[src/verilog/tile_regs_pkg.sv]
// constants for the tile status and control register group
`default_nettype none
package tile_regs_pkg;
  // ------------------------------------------------------------
  // register numbers
  // ------------------------------------------------------------
  localparam logic [7:0] REG_CTRL = 8'h02;
  localparam logic [7:0] REG_BOOT = 8'h03;
  localparam logic [7:0] REG_SEC = 8'h05;
  localparam logic [7:0] REG_OSC = 8'h06;
  localparam logic [7:0] REG_OSCV0 = 8'h07;
  localparam logic [7:0] REG_OSCV3 = 8'h0A;
  // ------------------------------------------------------------
  // writable masks and reset values
  // ------------------------------------------------------------
  localparam logic [31:0] CTRL_WMASK = 32'h03FF_FF36;
  localparam logic [31:0] CTRL_RESET = 32'h0000_0000;
  localparam logic [31:0] SEC_WMASK = 32'h8000_5FB1;
  localparam logic [31:0] SEC_RESET = 32'h0000_0000;
  localparam logic [31:0] OSC_WMASK = 32'h0000_0003;
  localparam logic [31:0] OSC_RESET = 32'h0000_0000;
  // ------------------------------------------------------------
  // tile control fields
  // ------------------------------------------------------------
  localparam int CTRL_DLY_LSB = 18;
  localparam int CTRL_DLY_W = 8;
  localparam int CTRL_DIV_LSB = 9;
  localparam int CTRL_DIV_W = 9;
  localparam int CTRL_ETH_EN = 8;
  localparam int CTRL_DYN = 5;
  localparam int CTRL_DIV_EN = 4;
  localparam int CTRL_UTMI = 2;
  localparam int CTRL_ULPI = 1;
  // ------------------------------------------------------------
  // boot status fields
  // ------------------------------------------------------------
  localparam int BOOT_PROC_LSB = 16;
  localparam int BOOT_OVR = 8;
  localparam int BOOT_CORE_OFF = 5;
  localparam int BOOT_NO_POLL = 4;
  localparam int BOOT_RAM = 3;
  localparam int BOOT_JTAG = 2;
  localparam int BOOT_PLL_W = 2;
  // ------------------------------------------------------------
  // security fields
  // ------------------------------------------------------------
  localparam int SEC_LOCK = 31;
  localparam int SEC_GDBG = 14;
  localparam int SEC_LOCK_ALL = 12;
  localparam int SEC_SECT_LSB = 8;
  localparam int SEC_SECT_W = 4;
  localparam int SEC_REDUND = 7;
  localparam int SEC_OTP_BOOT = 5;
  localparam int SEC_JCFG = 4;
  localparam int SEC_TAP = 0;
  // ------------------------------------------------------------
  // oscillators
  // ------------------------------------------------------------
  localparam int OSC_CORE = 1;
  localparam int OSC_PERIPH = 0;
  localparam int OSC_NUM = 4;
  localparam int OSC_CNT_W = 16;
  localparam int PIN_WARMUP = 3;
endpackage : tile_regs_pkg
`default_nettype wire

[src/verilog/osc_counter.sv]
// ring oscillator sampler and counter of ring rises while run is high
`timescale 1ns/1ns
`default_nettype none
module osc_counter #(
  parameter int W = 16
) (
  input wire logic clk,
  input wire logic rst_n,
  input wire logic ring,
  input wire logic run,
  output logic [W-1:0] count
);
  // ------------------------------------------------------------
  // three-stage sampler of the asynchronous ring
  // ------------------------------------------------------------
  logic s1_q;
  logic s2_q;
  logic s3_q;
  logic level_q;
  logic [W-1:0] cnt_q = '0; // power-up value, reset leaves it alone
  wire agree = (s2_q == s3_q);
  wire rise = agree && s2_q && !level_q;

  always_ff @(posedge clk or negedge rst_n) begin
    if (!rst_n) begin
      s1_q <= 1'b0;
      s2_q <= 1'b0;
      s3_q <= 1'b0;
      level_q <= 1'b0;
    end else begin
      s1_q <= ring;
      s2_q <= s1_q;
      s3_q <= s2_q;
      if (agree) begin
        level_q <= s2_q;
      end
    end
  end

  // ------------------------------------------------------------
  // counter keeps its value across reset
  // ------------------------------------------------------------
  always_ff @(posedge clk) begin
    if (run && rise) begin
      cnt_q <= cnt_q + 1'b1;
    end
  end

  assign count = cnt_q;

  property p_osc_hold;
    @(posedge clk) disable iff (!rst_n) !run |=> cnt_q == $past(cnt_q);
  endproperty
  a_osc_hold: assert property (p_osc_hold) else $error("stopped counter moved");

  property p_osc_step;
    @(posedge clk) disable iff (!rst_n) (run && rise) |=> cnt_q == $past(cnt_q) + 1'b1;
  endproperty
  a_osc_step: assert property (p_osc_step) else $error("counter missed a ring edge");
endmodule : osc_counter
`default_nettype wire

[src/verilog/tile_status_control_regs.sv]
// processor-status register group of one tile
`timescale 1ns/1ns
`default_nettype none
module tile_status_control_regs #(
  parameter int LP_DIV = 2
) (
  input wire logic clk,
  input wire logic rst_n,
  input wire logic ps_rd,
  input wire logic ps_wr,
  input wire logic [7:0] ps_addr,
  input wire logic [31:0] ps_wdata,
  output logic [31:0] ps_rdata,
  output logic ps_ack,
  output logic ps_err,
  input wire logic otp_sec_load,
  input wire logic [31:0] otp_sec_word,
  input wire logic all_threads_paused,
  input wire logic [7:0] proc_number,
  input wire logic boot_mode_override,
  input wire logic second_core_off,
  input wire logic otp_skip_poll,
  input wire logic boot_from_ram,
  input wire logic boot_from_jtag,
  input wire logic [1:0] boot_pll_pins,
  input wire logic [3:0] ring_osc,
  output logic rgmii_tx_clk,
  output logic rgmii_tx_launch,
  output logic rgmii_port_en,
  output logic core_clk_en,
  output logic utmi_sel,
  output logic ulpi_assist_en,
  output logic global_debug_off,
  output logic debug_tap_off,
  output logic jtag_cfg_off,
  output logic otp_boot_force,
  output logic otp_redundancy_en,
  output logic otp_lock_all,
  output logic [3:0] otp_sector_lock,
  output logic core_osc_en,
  output logic periph_osc_en
);
  localparam int LP_W = $clog2(LP_DIV + 1);
  localparam int DW = tile_regs_pkg::CTRL_DIV_W;
  localparam int YW = tile_regs_pkg::CTRL_DLY_W;
  localparam int CW = tile_regs_pkg::OSC_CNT_W;

  // ------------------------------------------------------------
  // state
  // ------------------------------------------------------------
  logic [31:0] ctrl_q;
  logic [31:0] sec_q;
  logic [31:0] osc_q;
  logic [31:0] rdata_q;
  logic ack_q;
  logic err_q;
  logic [DW-1:0] txc_cnt_q;
  logic tx_clk_q;
  logic [YW-1:0] dly_cnt_q;
  logic dly_busy_q;
  logic launch_q;
  logic [LP_W-1:0] lp_cnt_q;
  logic clk_en_q;
  logic [1:0] p1_q;
  logic [1:0] p2_q;
  logic [1:0] p3_q;
  logic [1:0] pll_mode_q;
  logic [1:0] warm_q;
  logic pll_cap_q;
  logic [CW-1:0] osc_cnt [tile_regs_pkg::OSC_NUM];

  // ------------------------------------------------------------
  // access decode
  // ------------------------------------------------------------
  wire hit_ctrl = (ps_addr == tile_regs_pkg::REG_CTRL);
  wire hit_boot = (ps_addr == tile_regs_pkg::REG_BOOT);
  wire hit_sec = (ps_addr == tile_regs_pkg::REG_SEC);
  wire hit_osc = (ps_addr == tile_regs_pkg::REG_OSC);
  wire hit_val = (ps_addr >= tile_regs_pkg::REG_OSCV0) && (ps_addr <= tile_regs_pkg::REG_OSCV3);
  wire mapped = hit_ctrl | hit_boot | hit_sec | hit_osc | hit_val;
  wire sec_locked = sec_q[tile_regs_pkg::SEC_LOCK];
  wire wr_ctrl = ps_wr && hit_ctrl;
  wire wr_osc = ps_wr && hit_osc;
  wire wr_sec = ps_wr && hit_sec && !sec_locked;
  wire wr_bad = ps_wr && (!mapped || hit_boot || hit_val || (hit_sec && sec_locked));
  wire rd_bad = ps_rd && !ps_wr && !mapped;
  wire [1:0] val_idx = 2'(ps_addr - tile_regs_pkg::REG_OSCV0);

  // ------------------------------------------------------------
  // register next values
  // ------------------------------------------------------------
  wire [31:0] ctrl_d = (ctrl_q & ~tile_regs_pkg::CTRL_WMASK)
                     | (ps_wdata & tile_regs_pkg::CTRL_WMASK);
  wire [31:0] osc_d = (osc_q & ~tile_regs_pkg::OSC_WMASK)
                    | (ps_wdata & tile_regs_pkg::OSC_WMASK);
  wire [31:0] sec_wd = (sec_q & ~tile_regs_pkg::SEC_WMASK)
                     | (ps_wdata & tile_regs_pkg::SEC_WMASK);
  wire [31:0] sec_ld = otp_sec_word & tile_regs_pkg::SEC_WMASK;

  // ------------------------------------------------------------
  // read data
  // ------------------------------------------------------------
  wire [31:0] boot_word = {8'h00, proc_number, 7'h00, boot_mode_override, 2'h0,
                           second_core_off, otp_skip_poll, boot_from_ram,
                           boot_from_jtag, pll_mode_q};
  wire [31:0] val_word = {16'h0000, osc_cnt[val_idx]};
  wire [31:0] rd_word = hit_ctrl ? ctrl_q :
                        hit_boot ? boot_word :
                        hit_sec ? sec_q :
                        hit_osc ? osc_q :
                        hit_val ? val_word : 32'h0000_0000;

  always_ff @(posedge clk or negedge rst_n) begin
    if (!rst_n) begin
      ctrl_q <= tile_regs_pkg::CTRL_RESET;
      osc_q <= tile_regs_pkg::OSC_RESET;
    end else begin
      if (wr_ctrl) begin
        ctrl_q <= ctrl_d;
      end
      if (wr_osc) begin
        osc_q <= osc_d;
      end
    end
  end

  // hardware load from OTP wins over a software write in the same cycle
  always_ff @(posedge clk or negedge rst_n) begin
    if (!rst_n) begin
      sec_q <= tile_regs_pkg::SEC_RESET;
    end else if (otp_sec_load) begin
      sec_q <= sec_ld;
    end else if (wr_sec) begin
      sec_q <= sec_wd;
    end
  end

  always_ff @(posedge clk or negedge rst_n) begin
    if (!rst_n) begin
      rdata_q <= 32'h0000_0000;
      ack_q <= 1'b0;
      err_q <= 1'b0;
    end else begin
      ack_q <= ps_rd | ps_wr;
      err_q <= wr_bad | rd_bad;
      if (ps_rd && !ps_wr) begin
        rdata_q <= rd_word;
      end
    end
  end

  // ------------------------------------------------------------
  // boot PLL mode pins, captured once after reset release
  // ------------------------------------------------------------
  always_ff @(posedge clk or negedge rst_n) begin
    if (!rst_n) begin
      p1_q <= 2'h0;
      p2_q <= 2'h0;
      p3_q <= 2'h0;
      warm_q <= 2'h0;
      pll_cap_q <= 1'b0;
      pll_mode_q <= 2'h0;
    end else begin
      p1_q <= boot_pll_pins;
      p2_q <= p1_q;
      p3_q <= p2_q;
      if (warm_q != 2'(tile_regs_pkg::PIN_WARMUP)) begin
        warm_q <= warm_q + 2'h1;
      end else if (!pll_cap_q && (p2_q == p3_q)) begin
        pll_cap_q <= 1'b1;
        pll_mode_q <= p2_q;
      end
    end
  end

  // ------------------------------------------------------------
  // Ethernet transmit clock and data delay
  // ------------------------------------------------------------
  wire eth_en = ctrl_q[tile_regs_pkg::CTRL_ETH_EN];
  wire [DW-1:0] div_val = ctrl_q[tile_regs_pkg::CTRL_DIV_LSB +: DW];
  wire [YW-1:0] dly_val = ctrl_q[tile_regs_pkg::CTRL_DLY_LSB +: YW];
  wire txc_hit = (txc_cnt_q == div_val);
  wire txc_half = (txc_cnt_q == (div_val >> 1));
  wire [DW-1:0] txc_next = txc_hit ? '0 : txc_cnt_q + 1'b1;

  always_ff @(posedge clk or negedge rst_n) begin
    if (!rst_n) begin
      txc_cnt_q <= '0;
      tx_clk_q <= 1'b0;
    end else if (!eth_en) begin
      txc_cnt_q <= '0;
      tx_clk_q <= 1'b0;
    end else begin
      txc_cnt_q <= txc_next;
      if (txc_hit) begin
        tx_clk_q <= 1'b1;
      end else if (txc_half) begin
        tx_clk_q <= 1'b0;
      end
    end
  end

  // launch pulse follows each rising edge by the delay field in cycles
  always_ff @(posedge clk or negedge rst_n) begin
    if (!rst_n) begin
      dly_cnt_q <= '0;
      dly_busy_q <= 1'b0;
      launch_q <= 1'b0;
    end else if (eth_en && txc_hit) begin
      dly_cnt_q <= dly_val;
      dly_busy_q <= (dly_val != '0);
      launch_q <= (dly_val == '0);
    end else if (dly_busy_q) begin
      dly_cnt_q <= dly_cnt_q - 1'b1;
      dly_busy_q <= (dly_cnt_q != YW'(1));
      launch_q <= (dly_cnt_q == YW'(1));
    end else begin
      launch_q <= 1'b0;
    end
  end

  // ------------------------------------------------------------
  // low-power core clock enable
  // ------------------------------------------------------------
  wire div_en = ctrl_q[tile_regs_pkg::CTRL_DIV_EN];
  wire dyn_mode = ctrl_q[tile_regs_pkg::CTRL_DYN];
  wire div_active = div_en && (!dyn_mode || all_threads_paused);
  wire lp_last = (lp_cnt_q == LP_W'(LP_DIV - 1));

  always_ff @(posedge clk or negedge rst_n) begin
    if (!rst_n) begin
      lp_cnt_q <= '0;
      clk_en_q <= 1'b1;
    end else if (div_active) begin
      lp_cnt_q <= lp_last ? '0 : lp_cnt_q + 1'b1;
      clk_en_q <= lp_last;
    end else begin
      lp_cnt_q <= '0;
      clk_en_q <= 1'b1;
    end
  end

  // ------------------------------------------------------------
  // ring oscillator counters: 0/1 core, 2/3 peripheral
  // ------------------------------------------------------------
  for (genvar i = 0; i < tile_regs_pkg::OSC_NUM; i++) begin : g_osc
    osc_counter #(.W(CW)) u_osc (
      .clk(clk),
      .rst_n(rst_n),
      .ring(ring_osc[i]),
      .run(i < 2 ? osc_q[tile_regs_pkg::OSC_CORE] : osc_q[tile_regs_pkg::OSC_PERIPH]),
      .count(osc_cnt[i])
    );
  end

  // ------------------------------------------------------------
  // outputs
  // ------------------------------------------------------------
  assign ps_rdata = rdata_q;
  assign ps_ack = ack_q;
  assign ps_err = err_q;
  assign rgmii_tx_clk = tx_clk_q;
  assign rgmii_tx_launch = launch_q;
  assign rgmii_port_en = ctrl_q[tile_regs_pkg::CTRL_ETH_EN];
  assign core_clk_en = clk_en_q;
  assign utmi_sel = ctrl_q[tile_regs_pkg::CTRL_UTMI];
  assign ulpi_assist_en = ctrl_q[tile_regs_pkg::CTRL_ULPI];
  assign global_debug_off = sec_q[tile_regs_pkg::SEC_GDBG];
  assign debug_tap_off = sec_q[tile_regs_pkg::SEC_TAP];
  assign jtag_cfg_off = sec_q[tile_regs_pkg::SEC_JCFG];
  assign otp_boot_force = sec_q[tile_regs_pkg::SEC_OTP_BOOT];
  assign otp_redundancy_en = sec_q[tile_regs_pkg::SEC_REDUND];
  assign otp_lock_all = sec_q[tile_regs_pkg::SEC_LOCK_ALL];
  assign otp_sector_lock = sec_q[tile_regs_pkg::SEC_SECT_LSB +: tile_regs_pkg::SEC_SECT_W];
  assign core_osc_en = osc_q[tile_regs_pkg::OSC_CORE];
  assign periph_osc_en = osc_q[tile_regs_pkg::OSC_PERIPH];

  // ------------------------------------------------------------
  // checks
  // ------------------------------------------------------------
  property p_ctrl_wr;
    @(posedge clk) disable iff (!rst_n)
      wr_ctrl |=> ctrl_q == ($past(ps_wdata) & tile_regs_pkg::CTRL_WMASK);
  endproperty
  a_ctrl_wr: assert property (p_ctrl_wr) else $error("control write lost");

  property p_txc_rise;
    @(posedge clk) disable iff (!rst_n) (eth_en && txc_hit) |=> tx_clk_q && txc_cnt_q == '0;
  endproperty
  a_txc_rise: assert property (p_txc_rise) else $error("tx clock did not rise");

  property p_txc_fall;
    @(posedge clk) disable iff (!rst_n) (eth_en && txc_half && !txc_hit) |=> !tx_clk_q;
  endproperty
  a_txc_fall: assert property (p_txc_fall) else $error("tx clock did not fall");

  property p_dyn_run;
    @(posedge clk) disable iff (!rst_n)
      (div_en && dyn_mode && !all_threads_paused) |=> clk_en_q;
  endproperty
  a_dyn_run: assert property (p_dyn_run) else $error("divided while threads run");

  property p_static_div;
    @(posedge clk) disable iff (!rst_n)
      (LP_DIV > 1 && div_en && !dyn_mode && clk_en_q && lp_cnt_q == '0) |=> !clk_en_q;
  endproperty
  a_static_div: assert property (p_static_div) else $error("static divider idle");

  property p_sec_lock;
    @(posedge clk) disable iff (!rst_n)
      (ps_wr && hit_sec && sec_locked && !otp_sec_load) |=> sec_q == $past(sec_q) && err_q;
  endproperty
  a_sec_lock: assert property (p_sec_lock) else $error("locked security written");

  property p_sec_load;
    @(posedge clk) disable iff (!rst_n) otp_sec_load |=> sec_q == $past(sec_ld);
  endproperty
  a_sec_load: assert property (p_sec_load) else $error("security copy not loaded");

  property p_boot_ro;
    @(posedge clk) disable iff (!rst_n) (ps_wr && hit_boot) |=> err_q && ack_q;
  endproperty
  a_boot_ro: assert property (p_boot_ro) else $error("boot status write accepted");

  property p_boot_pll;
    @(posedge clk) disable iff (!rst_n)
      (ps_rd && !ps_wr && hit_boot) |=> rdata_q[1:0] == $past(pll_mode_q);
  endproperty
  a_boot_pll: assert property (p_boot_pll) else $error("pll mode misreported");

  property p_rsvd_zero;
    @(posedge clk) disable iff (!rst_n)
      (ps_rd && !ps_wr && hit_val) |=> rdata_q[31:CW] == '0;
  endproperty
  a_rsvd_zero: assert property (p_rsvd_zero) else $error("reserved bits not zero");
endmodule : tile_status_control_regs
`default_nettype wire

[config.mk]
export PLATFORM = sky130hd
export DESIGN_NAME = tile_status_control_regs
export DESIGN_NICKNAME = d
export VERILOG_FILES = /design/src/verilog/tile_regs_pkg.sv /design/src/verilog/osc_counter.sv /design/src/verilog/tile_status_control_regs.sv
export SDC_FILE = /design/constraint.sdc
export NUM_CORES = 1
export LEC_CHECK = 0
export ABC_AREA = 1
export BUFFER_PORTS_ARGS = -buffer_cell sky130_fd_sc_hd__buf_2
export CAP_MARGIN = 0
export CORE_ASPECT_RATIO = 2
export CORE_MARGIN = 2
export CORE_UTILIZATION = 50
export DETAILED_ROUTE_END_ITERATION = 10
export PLACE_DENSITY = 0.72
export SLEW_MARGIN = 5
export SYNTH_ARGS = -nofsm -noshare
export SYNTH_HDL_FRONTEND = slang
export SYNTH_SLANG_ARGS = --single-unit
export TNS_END_PERCENT = 20
[constraint.sdc]
create_clock -name clk -period 1.8 [get_ports clk]
set_input_delay 0.18 -clock clk [delete_from_list [all_inputs] [get_ports clk]]
set_output_delay 0.18 -clock clk [all_outputs]
set_load 0.01 [all_outputs]
==> After elaboration in Yosys (flattened, before gate mapping) <==
Index checks and enable logic that the tools add are counted.
{ "classes": {"n_addsub": 9, "order_cmp": 3, "eq_ne": 16, "muxes": 24, "n_bitwise": 11, "n_reduce_logical": 42} }
{ "ops": {"columns": ["cell", "n"], "rows": [
  ["32-bit two-way mux", 6],
  ["16-bit by 1-bit adder with 16-bit output, second input constant", 4],
  ["16-bit two-way mux", 3],
  ["16-bit binary-select mux with 2-bit select", 1],
  ["31-bit by 32-bit bitwise OR with 32-bit output", 1],
  ["32-bit by 2-bit bitwise OR with 32-bit output", 1],
  ["32-bit by 26-bit bitwise OR with 32-bit output", 1],
  ["1-bit logical AND", 24],
  ["9-bit two-way mux", 2],
  ["8-bit by 2-bit equality test with 1-bit output, second input constant", 2],
  ["8-bit by 3-bit equality test with 1-bit output, second input constant", 2],
  ["8-bit two-way mux", 2],
  ["9-bit by 1-bit adder with 9-bit output, second input constant", 1],
  ["9-bit by 8-bit equality test with 1-bit output", 1],
  ["9-bit equality test", 1],
  ["1-bit zero test", 9],
  ["8-bit by 1-bit equality test with 1-bit output, second input constant", 1],
  ["8-bit by 3-bit >= comparator with 1-bit output, second input constant", 1],
  ["8-bit by 4-bit <= comparator with 1-bit output, second input constant", 1],
  ["8-bit zero test", 1],
  ["1-bit two-way mux", 8],
  ["8-bit by 1-bit != test with 1-bit output, second input constant", 1],
  ["8-bit nonzero test", 1],
  ["8-bit by 1-bit subtractor with 8-bit output, second input constant", 1],
  ["15 further kinds", 29]
]} }
{ "word_totals": {"reg_bits": 244, "out_inout_bits": 52, "wordCells": 144} }

==> Longest topological paths before layout <==
Gate-level depths: netlist of the first run.
{ "depth": {"ltp_word": 11, "depth_mapped": 14} }

==> Hierarchy <==
A second synthesis of the first run with hierarchy kept.
{ "unflattened": {"cells_unflattened": 1112, "hier_area_um2": 9585.4} }
{ "by_module_without_submodules": {"columns": ["mod", "n_inst", "cells_each", "area_each_um2", "seq_area_each_um2"], "rows": [
  ["tile_status_control_regs", 1, 728, 5646.7, 2478.6],
  ["osc_counter", 4, 96, 984.7, 580.6]
]} }

==> Worst setup path before layout of the first run <==
OpenSTA, ideal clock, no wires.
{ "synth_timing": {"path_kind": "in2reg", "startpoint": "in ps_addr[0]", "endpoint": "reg rdata_q[8] (netlist: ps_rdata[8])", "setup_ns": 0.065, "arrival_ns": 1.733, "t_required_ns": 1.735, "setup_slack_ns": 0.002, "path_stages": 12, "path_buffers": 3, "path_cell_list": "clkinv_1 -> clkbuf_1 -> ha_1 -> buf_2 -> inv_1 -> buf_2 -> o21ai_0 -> o21ai_0 -> nand3_1 -> nand2_1 -> nand2_1 -> nand2_1"} }
{ "synth_via": {"elab_chain_len": 10, "word_cells_on_any_way": 17, "classes_between": "add/sub (1); order compare (2); eq/ne (4); mux (8); bitwise (1); reduce/logical (1)"} }
{ "synth_lines": {"columns": ["item", "line_no", "rtl"], "rows": [
  ["from (decl)", "tile_status_control_regs.sv:11", "input wire logic [7:0] ps_addr,"],
  ["2-bit subtractor", "tile_status_control_regs.sv:87", "wire [1:0] val_idx = 2'(ps_addr - tile_regs_pkg::REG_OSCV0);"],
  ["2-bit inverter with 3-bit output (not written as such)", "tile_status_control_regs.sv:106", "wire [31:0] val_word = {16'h0000, osc_cnt[val_idx]};"],
  ["16-bit binary-select mux with 2-bit select", "tile_status_control_regs.sv:106", null],
  ["16-bit two-way mux (not written as such) (2 in series)", "tile_status_control_regs.sv:106", null],
  ["16-bit two-way mux", "tile_status_control_regs.sv:111", "hit_val ? val_word : 32'h0000_0000;"],
  ["32-bit two-way mux", "tile_status_control_regs.sv:110", "hit_osc ? osc_q :"],
  ["32-bit two-way mux", "tile_status_control_regs.sv:109", "hit_sec ? sec_q :"],
  ["32-bit two-way mux", "tile_status_control_regs.sv:108", "hit_boot ? boot_word :"],
  ["32-bit two-way mux *", "tile_status_control_regs.sv:107", "wire [31:0] rd_word = hit_ctrl ? ctrl_q :"],
  ["to (signal assigned)", "tile_status_control_regs.sv:147", "rdata_q <= rd_word;"],
  ["to (decl)", "tile_status_control_regs.sv:54", "logic [31:0] rdata_q;"]
]} }
Mark *: on every way between the ends. The rest lies on a longest branch, timed or not. The select of a mux whose other input is x is not followed.
A chain may end at the register's enable or synchronous reset.

==> Final worst setup path of the first run <==
{ "layout_timing": {"startpoint": "reg sec_q[31]", "endpoint": "reg sec_q[11]"} }
{ "layout_via": {"elab_chain_len": 3} }
{ "layout_lines": {"columns": ["item", "line_no", "rtl"], "rows": [
  ["from (decl)", "tile_status_control_regs.sv:52", "logic [31:0] sec_q;"],
  ["from (signal assigned)", "tile_status_control_regs.sv:130", "sec_q <= tile_regs_pkg::SEC_RESET;"],
  ["from (signal assigned)", "tile_status_control_regs.sv:132", "sec_q <= sec_ld;"],
  ["from (signal assigned)", "tile_status_control_regs.sv:134", "sec_q <= sec_wd;"],
  ["1-bit zero test", "tile_status_control_regs.sv:84", "wire wr_sec = ps_wr && hit_sec && !sec_locked;"],
  ["1-bit logical AND", "tile_status_control_regs.sv:84", null],
  ["2-bit nonzero test (no line)", null, null]
]} }
Every way passes these cells.

==> results of run 1 <==
[placed cells by master (no fill, tap or decap), drive strengths merged]
cell         count
inv            104
o211ai           1
nand3b           1
nand2          195
dfrtp          114
nand4           22
edfxtp          64
clkinvlp         3
o22ai            3
nor3b            1
nor2           120
xnor2           25
buf            166
mux2            12
nor3            30
a31oi            3
a21oi           75
nor4             5
ha              15
dlygate4sd3     34
or2              5
clkbuf          20
xor2            44
dfstp            1
clkinv           8
nand3           75
o21ai           57
[power breakdown]
part	switching [mW]	internal [mW]
clock	1.64	1.99
sequential	0.305	4.49
combinational	0.908	0.711
[tightest hold or removal path: stages]
cell	delay, ns
buf_2	0.11
nand3_1	0.07
a21oi_1	0.06
[flip-flops by register name, indices dropped and copies added, names as in the netlist, 2 cells and up]
name	count
g_osc.u_osc.s2_q	4
dly_cnt_q	8
ctrl_q	22
txc_cnt_q	9
osc_q	2
g_osc.u_osc.count	64
p2_q	2
g_osc.u_osc.level_q	4
p3_q	2
warm_q	2
sec_q	11
lp_cnt_q	2
p1_q	2
g_osc.u_osc.s1_q	4
ps_rdata	28
pll_mode_q	2
g_osc.u_osc.s3_q	4
[cell type report]
type,count,share of cell area
sequential,179,0.434
multi-input combinational,689,0.337
tap,213,0.0241
clock inverter,12,0.00825
timing repair buffer,200,0.118
clock buffer,20,0.0442
inverter,103,0.0355
[path summary, 6_finish.rpt]
path | to | depth (start not counted)
setup / recovery | sec_q[11] | 7
hold / removal | ps_rdata[17] | 3
setup reg to reg | sec_q[11] | 7
hold reg to reg | g_osc[1].u_osc.s2_q | 0
max in group asynchronous | ps_rdata[24] | 3
min in group asynchronous | lp_cnt_q[1] | 2
[timing repair]
item                                   4_1_cts  5_1_grt
hold buffers                                34        0
gates resized for setup                      0        4
endpoints found under the hold margin       56        0
setup endpoints to repair                    0        6
[cell families after synthesis]
group	synth area share
AOI/OAI and AO/OA	0.0811
xor gates and xnor gates	0.0663
adders and majority gates	0.0206
buffers and inverters	0.0660
DFF	0.527
muxes	0.0148
and+or+nand+nor	0.225
[per-stage QoR]
| stage | hold WS (ns) | power, mW | utilization | TNS (ns) |
|---|---|---|---|---|
| 5_1_grt | 0.00628 | 10.5 | 0.622 | -0.0394 |
| 6_report | 0.0169 | 10.0 | 0.622 | 0 |
| 2_1_floorplan | -0.116 | 5.84 | - | 0 |
| 4_1_cts | 0.00252 | 10.1 | 0.622 | 0 |
| 3_3_place_gp | 0.119 | 6.37 | 0.570 | 0 |
| 3_5_place_dp | 0.121 | 6.41 | 0.570 | 0 |
[per-layer routing]
metal  wire, um  global-route usage  share of wire  vias up
met4       1500               0.156          0.060        0
met1       8490               0.260           0.34     3657
met5          0                   0              0        -
li1           -                   -              -     3691
met3       1170              0.0487          0.047       84
met2      13600               0.482           0.55      274
==> run summary, run 1 <==
Post-synthesis register bit count = 179
Gr usage total = 0.260
Shortest period the worst path allows = 1.74 ns
Drt first pass iters = 6
Global placement routability congestion = 0.893
RSZ-0062 raised after global routing = true
WP data required = 2.12 ns
Ports = 149
Slew HR = 0.585
Synth-to-Final Area Change = 21.4%
R2R Path Start = sec_q[31]
WL/cell = 17.5 um
Status = complete, no violations
Largest delay contributor family on the critical path = buffers and inverters
Crit path max fanout = 8
Worst slack at placement = 0.0522 ns
Share of layout cells above drive strength 1 = 0.212
Synth warnings = 0
Core area = 0.0178 mm2
Slew Viols, Final = 0
Diodes inserted = 0
Fin. Hold Viols = 0
Final setup viols = 0
H-tree depth = 4
Root Driver = clkbuf_16
Initial Utilization = 0.513
Least-Margin Pin Slew = 0.616 ns
Final WL = 24,700 um
CTS sink cnt = 179
Initial drt markers = 420
Library cells used by synthesis = 39
Setup Buffers After CTS = 0
Max-capacitance violation count = 0
Critical Path Max Stage Delay = 0.56 ns
Routed Antenna Nets = 0
Async S/R FF share, synth = 0.642
Avg Vias per Cell = 5.44
Final #Nets = 1,302
Critical path class = flip-flop to flip-flop
DP Area = 0.0101 mm2
Max Freq = 574 MHz
DRC viols = 0
Gr ovfl total = 0
Largest net degree at the start of global routing = 74
Worst skew pair latency = 0.44 ns
Post-synth top cells = 191 x nand2_1, 114 x dfrtp_1, 109 x nor2_1
Final Worst Setup Slack = 0.0568 ns
Final Cycle Share = 0.968
Inserted Clock Buffers = 17
Die area = 0.0194 mm2
Layout Skew = 0.0102 ns
Top cell type by total area after synthesis = dfrtp_1
Post-Syn Area = 0.00912 mm2
Number of global-route vias before repair = 7,707
DIE HEIGHT = 195 um
Num rows = 69
Seq/Total Area, Yosys = 0.527
Cells after synthesis = 1,008
Number of synthesized flops with an enable pin = 64
Hold Crit Class = input port to flip-flop
Crit-path cells = inv_1, nand3_4, nand2_4, inv_1, nand2_1, nand3_1, dlygate4sd3_1
Worst setup EP type = flip-flop
CP Launch Type = flip-flop
Clock buffer depth = 2
Hold Path Origin = proc_number[1]
Multi-input gate area = 0.00373 mm2
Initial antenna violation count = 0
Post-route cell area = 0.0111 mm2
Slowest cell on the critical path = dlygate4sd3_1
Worst path bufs/invs = 3
PwrDens = 907 mW/mm2
Reg clk slew, reported paths = 0.07 ns
Synth area leaders = dfrtp_1 31%, edfxtp_1 21%, nand2_1 7.9%
Syn_nets = 1,120
CP most frequent cell = inv_1
Reg area = 0.00480 mm2
Syn Area/Cell = 9.05 um2
TritonCTS clock tree = built
First-pass GRT wire length = 38,800 um
Static leakage = 5.24 nW
PortBufs = 120
Fillers = 1,523
Vias post-DR = 7,706
Worst reg2reg setup slack = 0.06 ns
Final HPWL DP = 18,700 um
Primary FF master, synth = dfrtp_1
Synth top area share = 0.313
Most common cell in the netlist = nand2_1
Inst Count DP = 1,350
Arr. time, crit path = 2.07 ns
Die width = 99.5 um
Non-filler cells, final = 1,416
Worst VDD drop = 0.000748 V
CP startpoint = sec_q[31]
Note: power is estimated with default switching activity, not from simulation.
==> run 2, diff against run 1 <==
REMOVE_ABC_BUFFERS = 1   (was not set)
==> run summary, run 2 (synthesis results as in run 1) <==
Inst Count DP = 1,356 (+0.44%)
TritonCTS clock tree = built
Shortest period the worst path allows = 1.70 ns (-0.0407 ns)
Hold Crit Class = input port to flip-flop
Drt first pass iters = 6 (unchanged)
PwrDens = 914 mW/mm2 (+0.77%)
Hold Path Sink = sec_q[7]
Vias post-DR = 7,780 (+0.96%)
Largest delay contributor family on the critical path = simple AND/OR/NAND/NOR gates
Reg clk slew, reported paths = 0.06 ns (about the same)
Setup Buffers After CTS = 0 (unchanged)
Final #Nets = 1,299 (-0.23%)
Crit path max fanout = 3 (-5)
Max-capacitance violation count = 0 (unchanged)
Critical Path Stages = 7 (unchanged)
CP most frequent cell = nand3_1
Initial drt markers = 473 (+13%)
H-tree depth = 4 (unchanged)
CTS sink cnt = 179 (unchanged)
Initial Utilization = 0.513 (unchanged)
First-pass GRT wire length = 39,600 um (+2.0%)
Clock buffer depth = 2 (unchanged)
Critical Path Max Stage Delay = 0.39 ns (-0.17 ns)
Commonest cells after routing, fill and taps aside = 191 x nand2_1, 119 x buf_2, 114 x dfrtp_1, 108 x nor2_1, 95 x inv_1
PortBufs = 120 (unchanged)
Inserted Clock Buffers = 17 (unchanged)
Share of layout cells above drive strength 1 = 0.218 (+0.00553)
R2R Path Start = g_osc[1].u_osc.count[0]
Max layer used = met4
Worst path bufs/invs = 1 (-2)
RSZ-0062 raised after global routing = false
Met3 WL post-DR = 1140 um (-2.8%)
Gr ovfl total = 0 (unchanged)
Worst setup EP type = flip-flop
Commonest non-fill, non-tap cell in the layout = nand2_1
Least-Margin Pin Slew = 0.545 ns (-0.0712 ns)
Max reg flops = 64 (unchanged)
Slew HR = 0.633 (+0.0485)
DRC viols = 0 (unchanged)
Initial antenna violation count = 1 (+1)
Max Freq = 587 MHz (+2.4%)
Ports = 149 (unchanged)
Final setup viols = 0 (unchanged)
Number of global-route vias before repair = 8,012 (+4.0%)
Reg-to-Reg End = g_osc[1].u_osc.count[14]
WL met1 = 8520 um (+0.42%)
Worst skew pair latency = 0.43 ns (about the same)
Status = complete, no violations
WL/cell = 17.4 um (-0.62%)
Hold Path Origin = otp_sec_word[7]
Reg2reg path depth = 7 (unchanged)
Largest net degree at the start of global routing = 41 (-45%)
Worst reg2reg setup slack = 0.1 ns (+0.04 ns)
Avg Vias per Cell = 5.50 (+1.1%)
Final HPWL DP = 18,700 um (-0.36%)
Gr usage total = 0.261 (+0.000887)
Final WL = 24,600 um (-0.76%)
Global placement routability congestion = 0.961 (+7.6%)
Slowest cell on the critical path = edfxtp_1
DIE HEIGHT = 195 um (unchanged)
Crit-path cells = ha_1, nand3_1, nor3_2, inv_1, nor2_1, nand3_1, xor2_1
Core area = 0.0178 mm2 (unchanged)
Final Cycle Share = 0.946 (-0.0226)
Layout Skew = 0.0135 ns (+0.00334 ns)
Root Driver = clkbuf_16
Arr. time, crit path = 1.87 ns (-0.20 ns)
Die width = 99.5 um (unchanged)
Final Worst Setup Slack = 0.0975 ns (+0.0407 ns)
CP Launch Type = flip-flop
Num rows = 69 (unchanged)
Worst VDD drop = 0.000806 V (+7.7%)
Critical path class = flip-flop to flip-flop
Static leakage = 5.24 nW (about the same)
WP data required = 1.97 ns (-0.15 ns)
Routed Antenna Nets = 0 (unchanged)
Fin. Hold Viols = 0 (unchanged)
Worst hold stages = 3 (unchanged)
Slew Viols, Final = 0 (unchanged)
Die area = 0.0194 mm2 (unchanged)
Met2 wire len = 13,600 um (+0.15%)
Synth-to-Final Area Change = 21.4% (about the same)
Non-filler cells, final = 1,414 (-0.14%)
Worst slack at placement = 0.0329 ns (-0.0193 ns)
## run 2: cell count changes in the layout (fill, tap and decap cells not counted), sizes merged
| cell | before | now |
|---|---|---|
| inv | 104 | 102 |
| buf | 166 | 172 |
| diode | 0 | 1 |
| clkinvlp | 3 | 1 |
| bufinv | 0 | 1 |
| clkinv | 8 | 9 |
| clkbuf | 20 | 22 |
| dlygate4sd3 | 34 | 25 |
## run 2: layout make-up
class	instances	area [um2]
flip-flops and latches	179	4800
well taps	213	267
diodes	1	2.50
multi-input cells	689	3730
repair buffers	197	1280
clock inverters	10	95.1
clock buffers	22	495
fillers	1521	6720
inverters	103	393
## run 2: power by group
group	internal, mW	switching, mW
logic	0.698	0.914
registers	4.49	0.305
clock network	2.11	1.60
total	7.30	2.82
## run 2: how the worst max path moves through the flow
stage	start	end	slack, ns
6_report	g_osc[1].u_osc.count[0]	g_osc[1].u_osc.count[14]	0.1
5_1_grt	g_osc[2].u_osc.count[0]	g_osc[2].u_osc.count[14]	0.001
4_1_cts	g_osc[3].u_osc.count[0]	g_osc[3].u_osc.count[15]	0.05
3_5_place_dp	ps_addr[0]	ps_rdata[8]	0.03
3_3_place_gp	ps_addr[0]	ps_rdata[14]	0.05
2_1_floorplan	ps_addr[0]	ctrl_q[13]	-0.29
## run 2: metal layers
| metal | vias to the layer above | global-route usage |
|---|---|---|
| met2 | 275 | 0.486 |
| met5 | - | 0 |
| met3 | 91 | 0.0412 |
| li1 | 3685 | - |
| met1 | 3729 | 0.270 |
| met4 | 0 | 0.145 |
## run 2: metrics by stage
step                TNS [ns]   util  area, um2  hold WS [ns]  total power, mW
global placement           0  0.574      10200         0.184             6.37
CTS                        0  0.621      11000      0.000299             10.1
detailed placement         0  0.574      10200         0.185             6.42
finish                     0  0.622      11100       0.00639             10.1
floorplan              -5.59      -       8910        -0.116             5.80
global route               0  0.622      11100        0.0167             10.5
## run 2: worst reg2reg max path, cell delays in order (launching register included)
cell	delay [ns]
edfxtp_1	0.39
ha_1	0.21
nand3_1	0.16
nor3_2	0.23
inv_1	0.08
nor2_1	0.13
nand3_1	0.11
xor2_1	0.16
## run 2: repair_timing
action,CTS,global route
resized for setup,0,4
setup endpoints to repair,0,14
hold buffers,25,0
endpoints found under the hold margin,58,0
==> run 3, diff against run 2 <==
==> constraint.sdc (replaced) <==
create_clock -name clk -period 1.8 [get_ports clk]
set_input_delay 0.18 -clock clk [delete_from_list [all_inputs] [get_ports clk]]
set_output_delay 0.18 -clock clk [all_outputs]
set_load 0.1 [all_outputs]
==> run summary, run 3 (synthesis results as in run 1) <==
Final Cycle Share = 0.979 (+0.0331)
Slew Viols, Final = 0 (unchanged)
Worst setup EP type = output port
Reg clk slew, reported paths = 0.07 ns (about the same)
Arr. time, crit path = 1.58 ns (-0.29 ns)
Reg2reg path depth = 7 (unchanged)
Worst path bufs/invs = 1 (unchanged)
Post-route cell area = 0.0111 mm2 (about the same)
Sequential power share = 0.452 (-0.022)
Shortest period the worst path allows = 1.76 ns (+0.0595 ns)
Num rows = 69 (unchanged)
Max reg flops = 64 (unchanged)
Largest net degree at the start of global routing = 41 (unchanged)
Routed Antenna Nets = 0 (unchanged)
Final WL = 24,600 um (about the same)
Clock buffer depth = 2 (unchanged)
Inserted Clock Buffers = 17 (unchanged)
PwrDens = 958 mW/mm2 (+4.8%)
Worst slack at placement = 0.0329 ns (unchanged)
Final Worst Setup Slack = 0.0379 ns (-0.0595 ns)
First-pass GRT wire length = 39,600 um (unchanged)
Initial Utilization = 0.513 (unchanged)
DP Area = 0.0102 mm2 (unchanged)
H-tree depth = 4 (unchanged)
Commonest cells after routing, fill and taps aside = 191 x nand2_1, 118 x buf_2, 114 x dfrtp_1, 108 x nor2_1, 95 x inv_1
Hold Path Sink = sec_q[7]
Static leakage = 5.25 nW (about the same)
Slew HR = 0.635 (+0.00201)
CTS sink cnt = 179 (unchanged)
Final Util = 0.623 (about the same)
Comb power frac = 0.199 (+0.040)
Largest delay contributor family on the critical path = flip-flops
Initial drt markers = 473 (unchanged)
Layout Skew = 0.0131 ns (-0.000403 ns)
Worst reg2reg setup slack = 0.10 ns (about the same)
Slowest cell on the critical path = dfrtp_1
Internal = 7.30 mW (about the same)
Commonest non-fill, non-tap cell in the layout = nand2_1
Crit-path cells = clkbuf_4
Sum Neg Setup Slack = 0 ns (unchanged)
Critical path class = flip-flop to output port
Fin. Hold Viols = 0 (unchanged)
RSZ-0062 raised after global routing = false
Sw frac = 0.312 (+0.0334)
Die width = 99.5 um (unchanged)
PortBufs = 120 (unchanged)
Worst hold stages = 3 (unchanged)
Final #Nets = 1,299 (unchanged)
DRC viols = 0 (unchanged)
Avg Vias per Cell = 5.51 (+0.12%)
Max-capacitance violation count = 0 (unchanged)
Ports = 149 (unchanged)
Reg-to-Reg End = g_osc[1].u_osc.count[14]
CP Launch Type = flip-flop
CP startpoint = ctrl_q[8]
Crit path max fanout = 12 (+9)
Hold Crit Class = input port to flip-flop
Global placement routability congestion = 0.961 (unchanged)
Share of layout cells above drive strength 1 = 0.218 (unchanged)
Initial antenna violation count = 1 (unchanged)
Core area = 0.0178 mm2 (unchanged)
WL/cell = 17.4 um (about the same)
Least-Margin Pin Slew = 0.542 ns (-0.00299 ns)
Gr ovfl total = 0 (unchanged)
Worst VDD drop = 0.000893 V (+11%)
R2R Path Start = g_osc[1].u_osc.count[0]
Root Driver = clkbuf_16
Clk pwr share = 0.350 (-0.017)
Gr usage total = 0.261 (unchanged)
Drt first pass iters = 5 (-1)
Hold Path Origin = otp_sec_word[7]
WP data required = 1.62 ns (-0.35 ns)
Switch Pwr = 3.31 mW (+17%)
TritonCTS clock tree = built
Total Power = 10.6 mW (+4.9%)
DIE HEIGHT = 195 um (unchanged)
Die area = 0.0194 mm2 (unchanged)
Final setup viols = 0 (unchanged)
Max Freq = 568 MHz (-3.4%)
Worst skew pair latency = 0.43 ns (about the same)
Final HPWL DP = 18,700 um (unchanged)
Status = complete, no violations
Number of global-route vias before repair = 8,012 (unchanged)
Synth-to-Final Area Change = 21.4% (about the same)
Vias post-DR = 7,789 (+0.12%)
Critical Path Max Stage Delay = 0.69 ns (+0.30 ns)
## run 3: stage by stage
| step | instances | hold WS (ns) |
|---|---|---|
| finish | 1414 | 0.00748 |
| global route | 1414 | 0.0167 |
| CTS | 1413 | 0.000299 |
| detailed placement | 1356 | 0.185 |
| global placement | 1356 | 0.184 |
| floorplan | 971 | -0.116 |
## run 3: power by group through the flow
stage          Combinational, mW  Clock [mW]  Sequential (mW)
3_3_place_gp                2.01           0             4.86
3_5_place_dp                2.05           0             4.86
2_1_floorplan              0.987           0             5.30
6_report                    2.11        3.71             4.79
4_1_cts                     2.10        3.74             4.78
5_1_grt                     2.31        3.88             4.83
## run 3: worst max path at each step
stage / end / slack [ns] / cells after the start
2_1_floorplan: ps_rdata[30] / -1.84 / 2
3_3_place_gp: ps_rdata[14] / 0.05 / 12
3_5_place_dp: ps_rdata[8] / 0.03 / 12
4_1_cts: rgmii_port_en / 0.005 / 1
5_1_grt: rgmii_port_en / 0.0002 / 1
6_report: rgmii_port_en / 0.04 / 1
## run 3: area by class of cell
| type | count | area (um2) |
|---|---|---|
| fillers | 1521 | 6710 |
| flip-flops and latches | 179 | 4800 |
| multi-input cells | 689 | 3730 |
| repair buffers | 197 | 1280 |
| clock buffers | 22 | 495 |
| inverters | 103 | 393 |
| well taps | 213 | 267 |
| clock inverters | 10 | 95.1 |
| diodes | 1 | 2.50 |
## run 3: metal layers
layer  GRT usage  vias to the layer above  part of all wire
met5           0                        -                 0
met4       0.145                        0             0.053
met3      0.0412                       88             0.048
met2       0.486                      280              0.56
met1       0.270                     3737              0.34
li1            -                     3684                 -
## run 3: what timing repair did
item	4_1_cts	5_1_grt
setup buffers	0	0
setup endpoints to repair	0	15
endpoints found under the hold margin	58	0
hold buffers	25	0
gates resized for setup	0	5
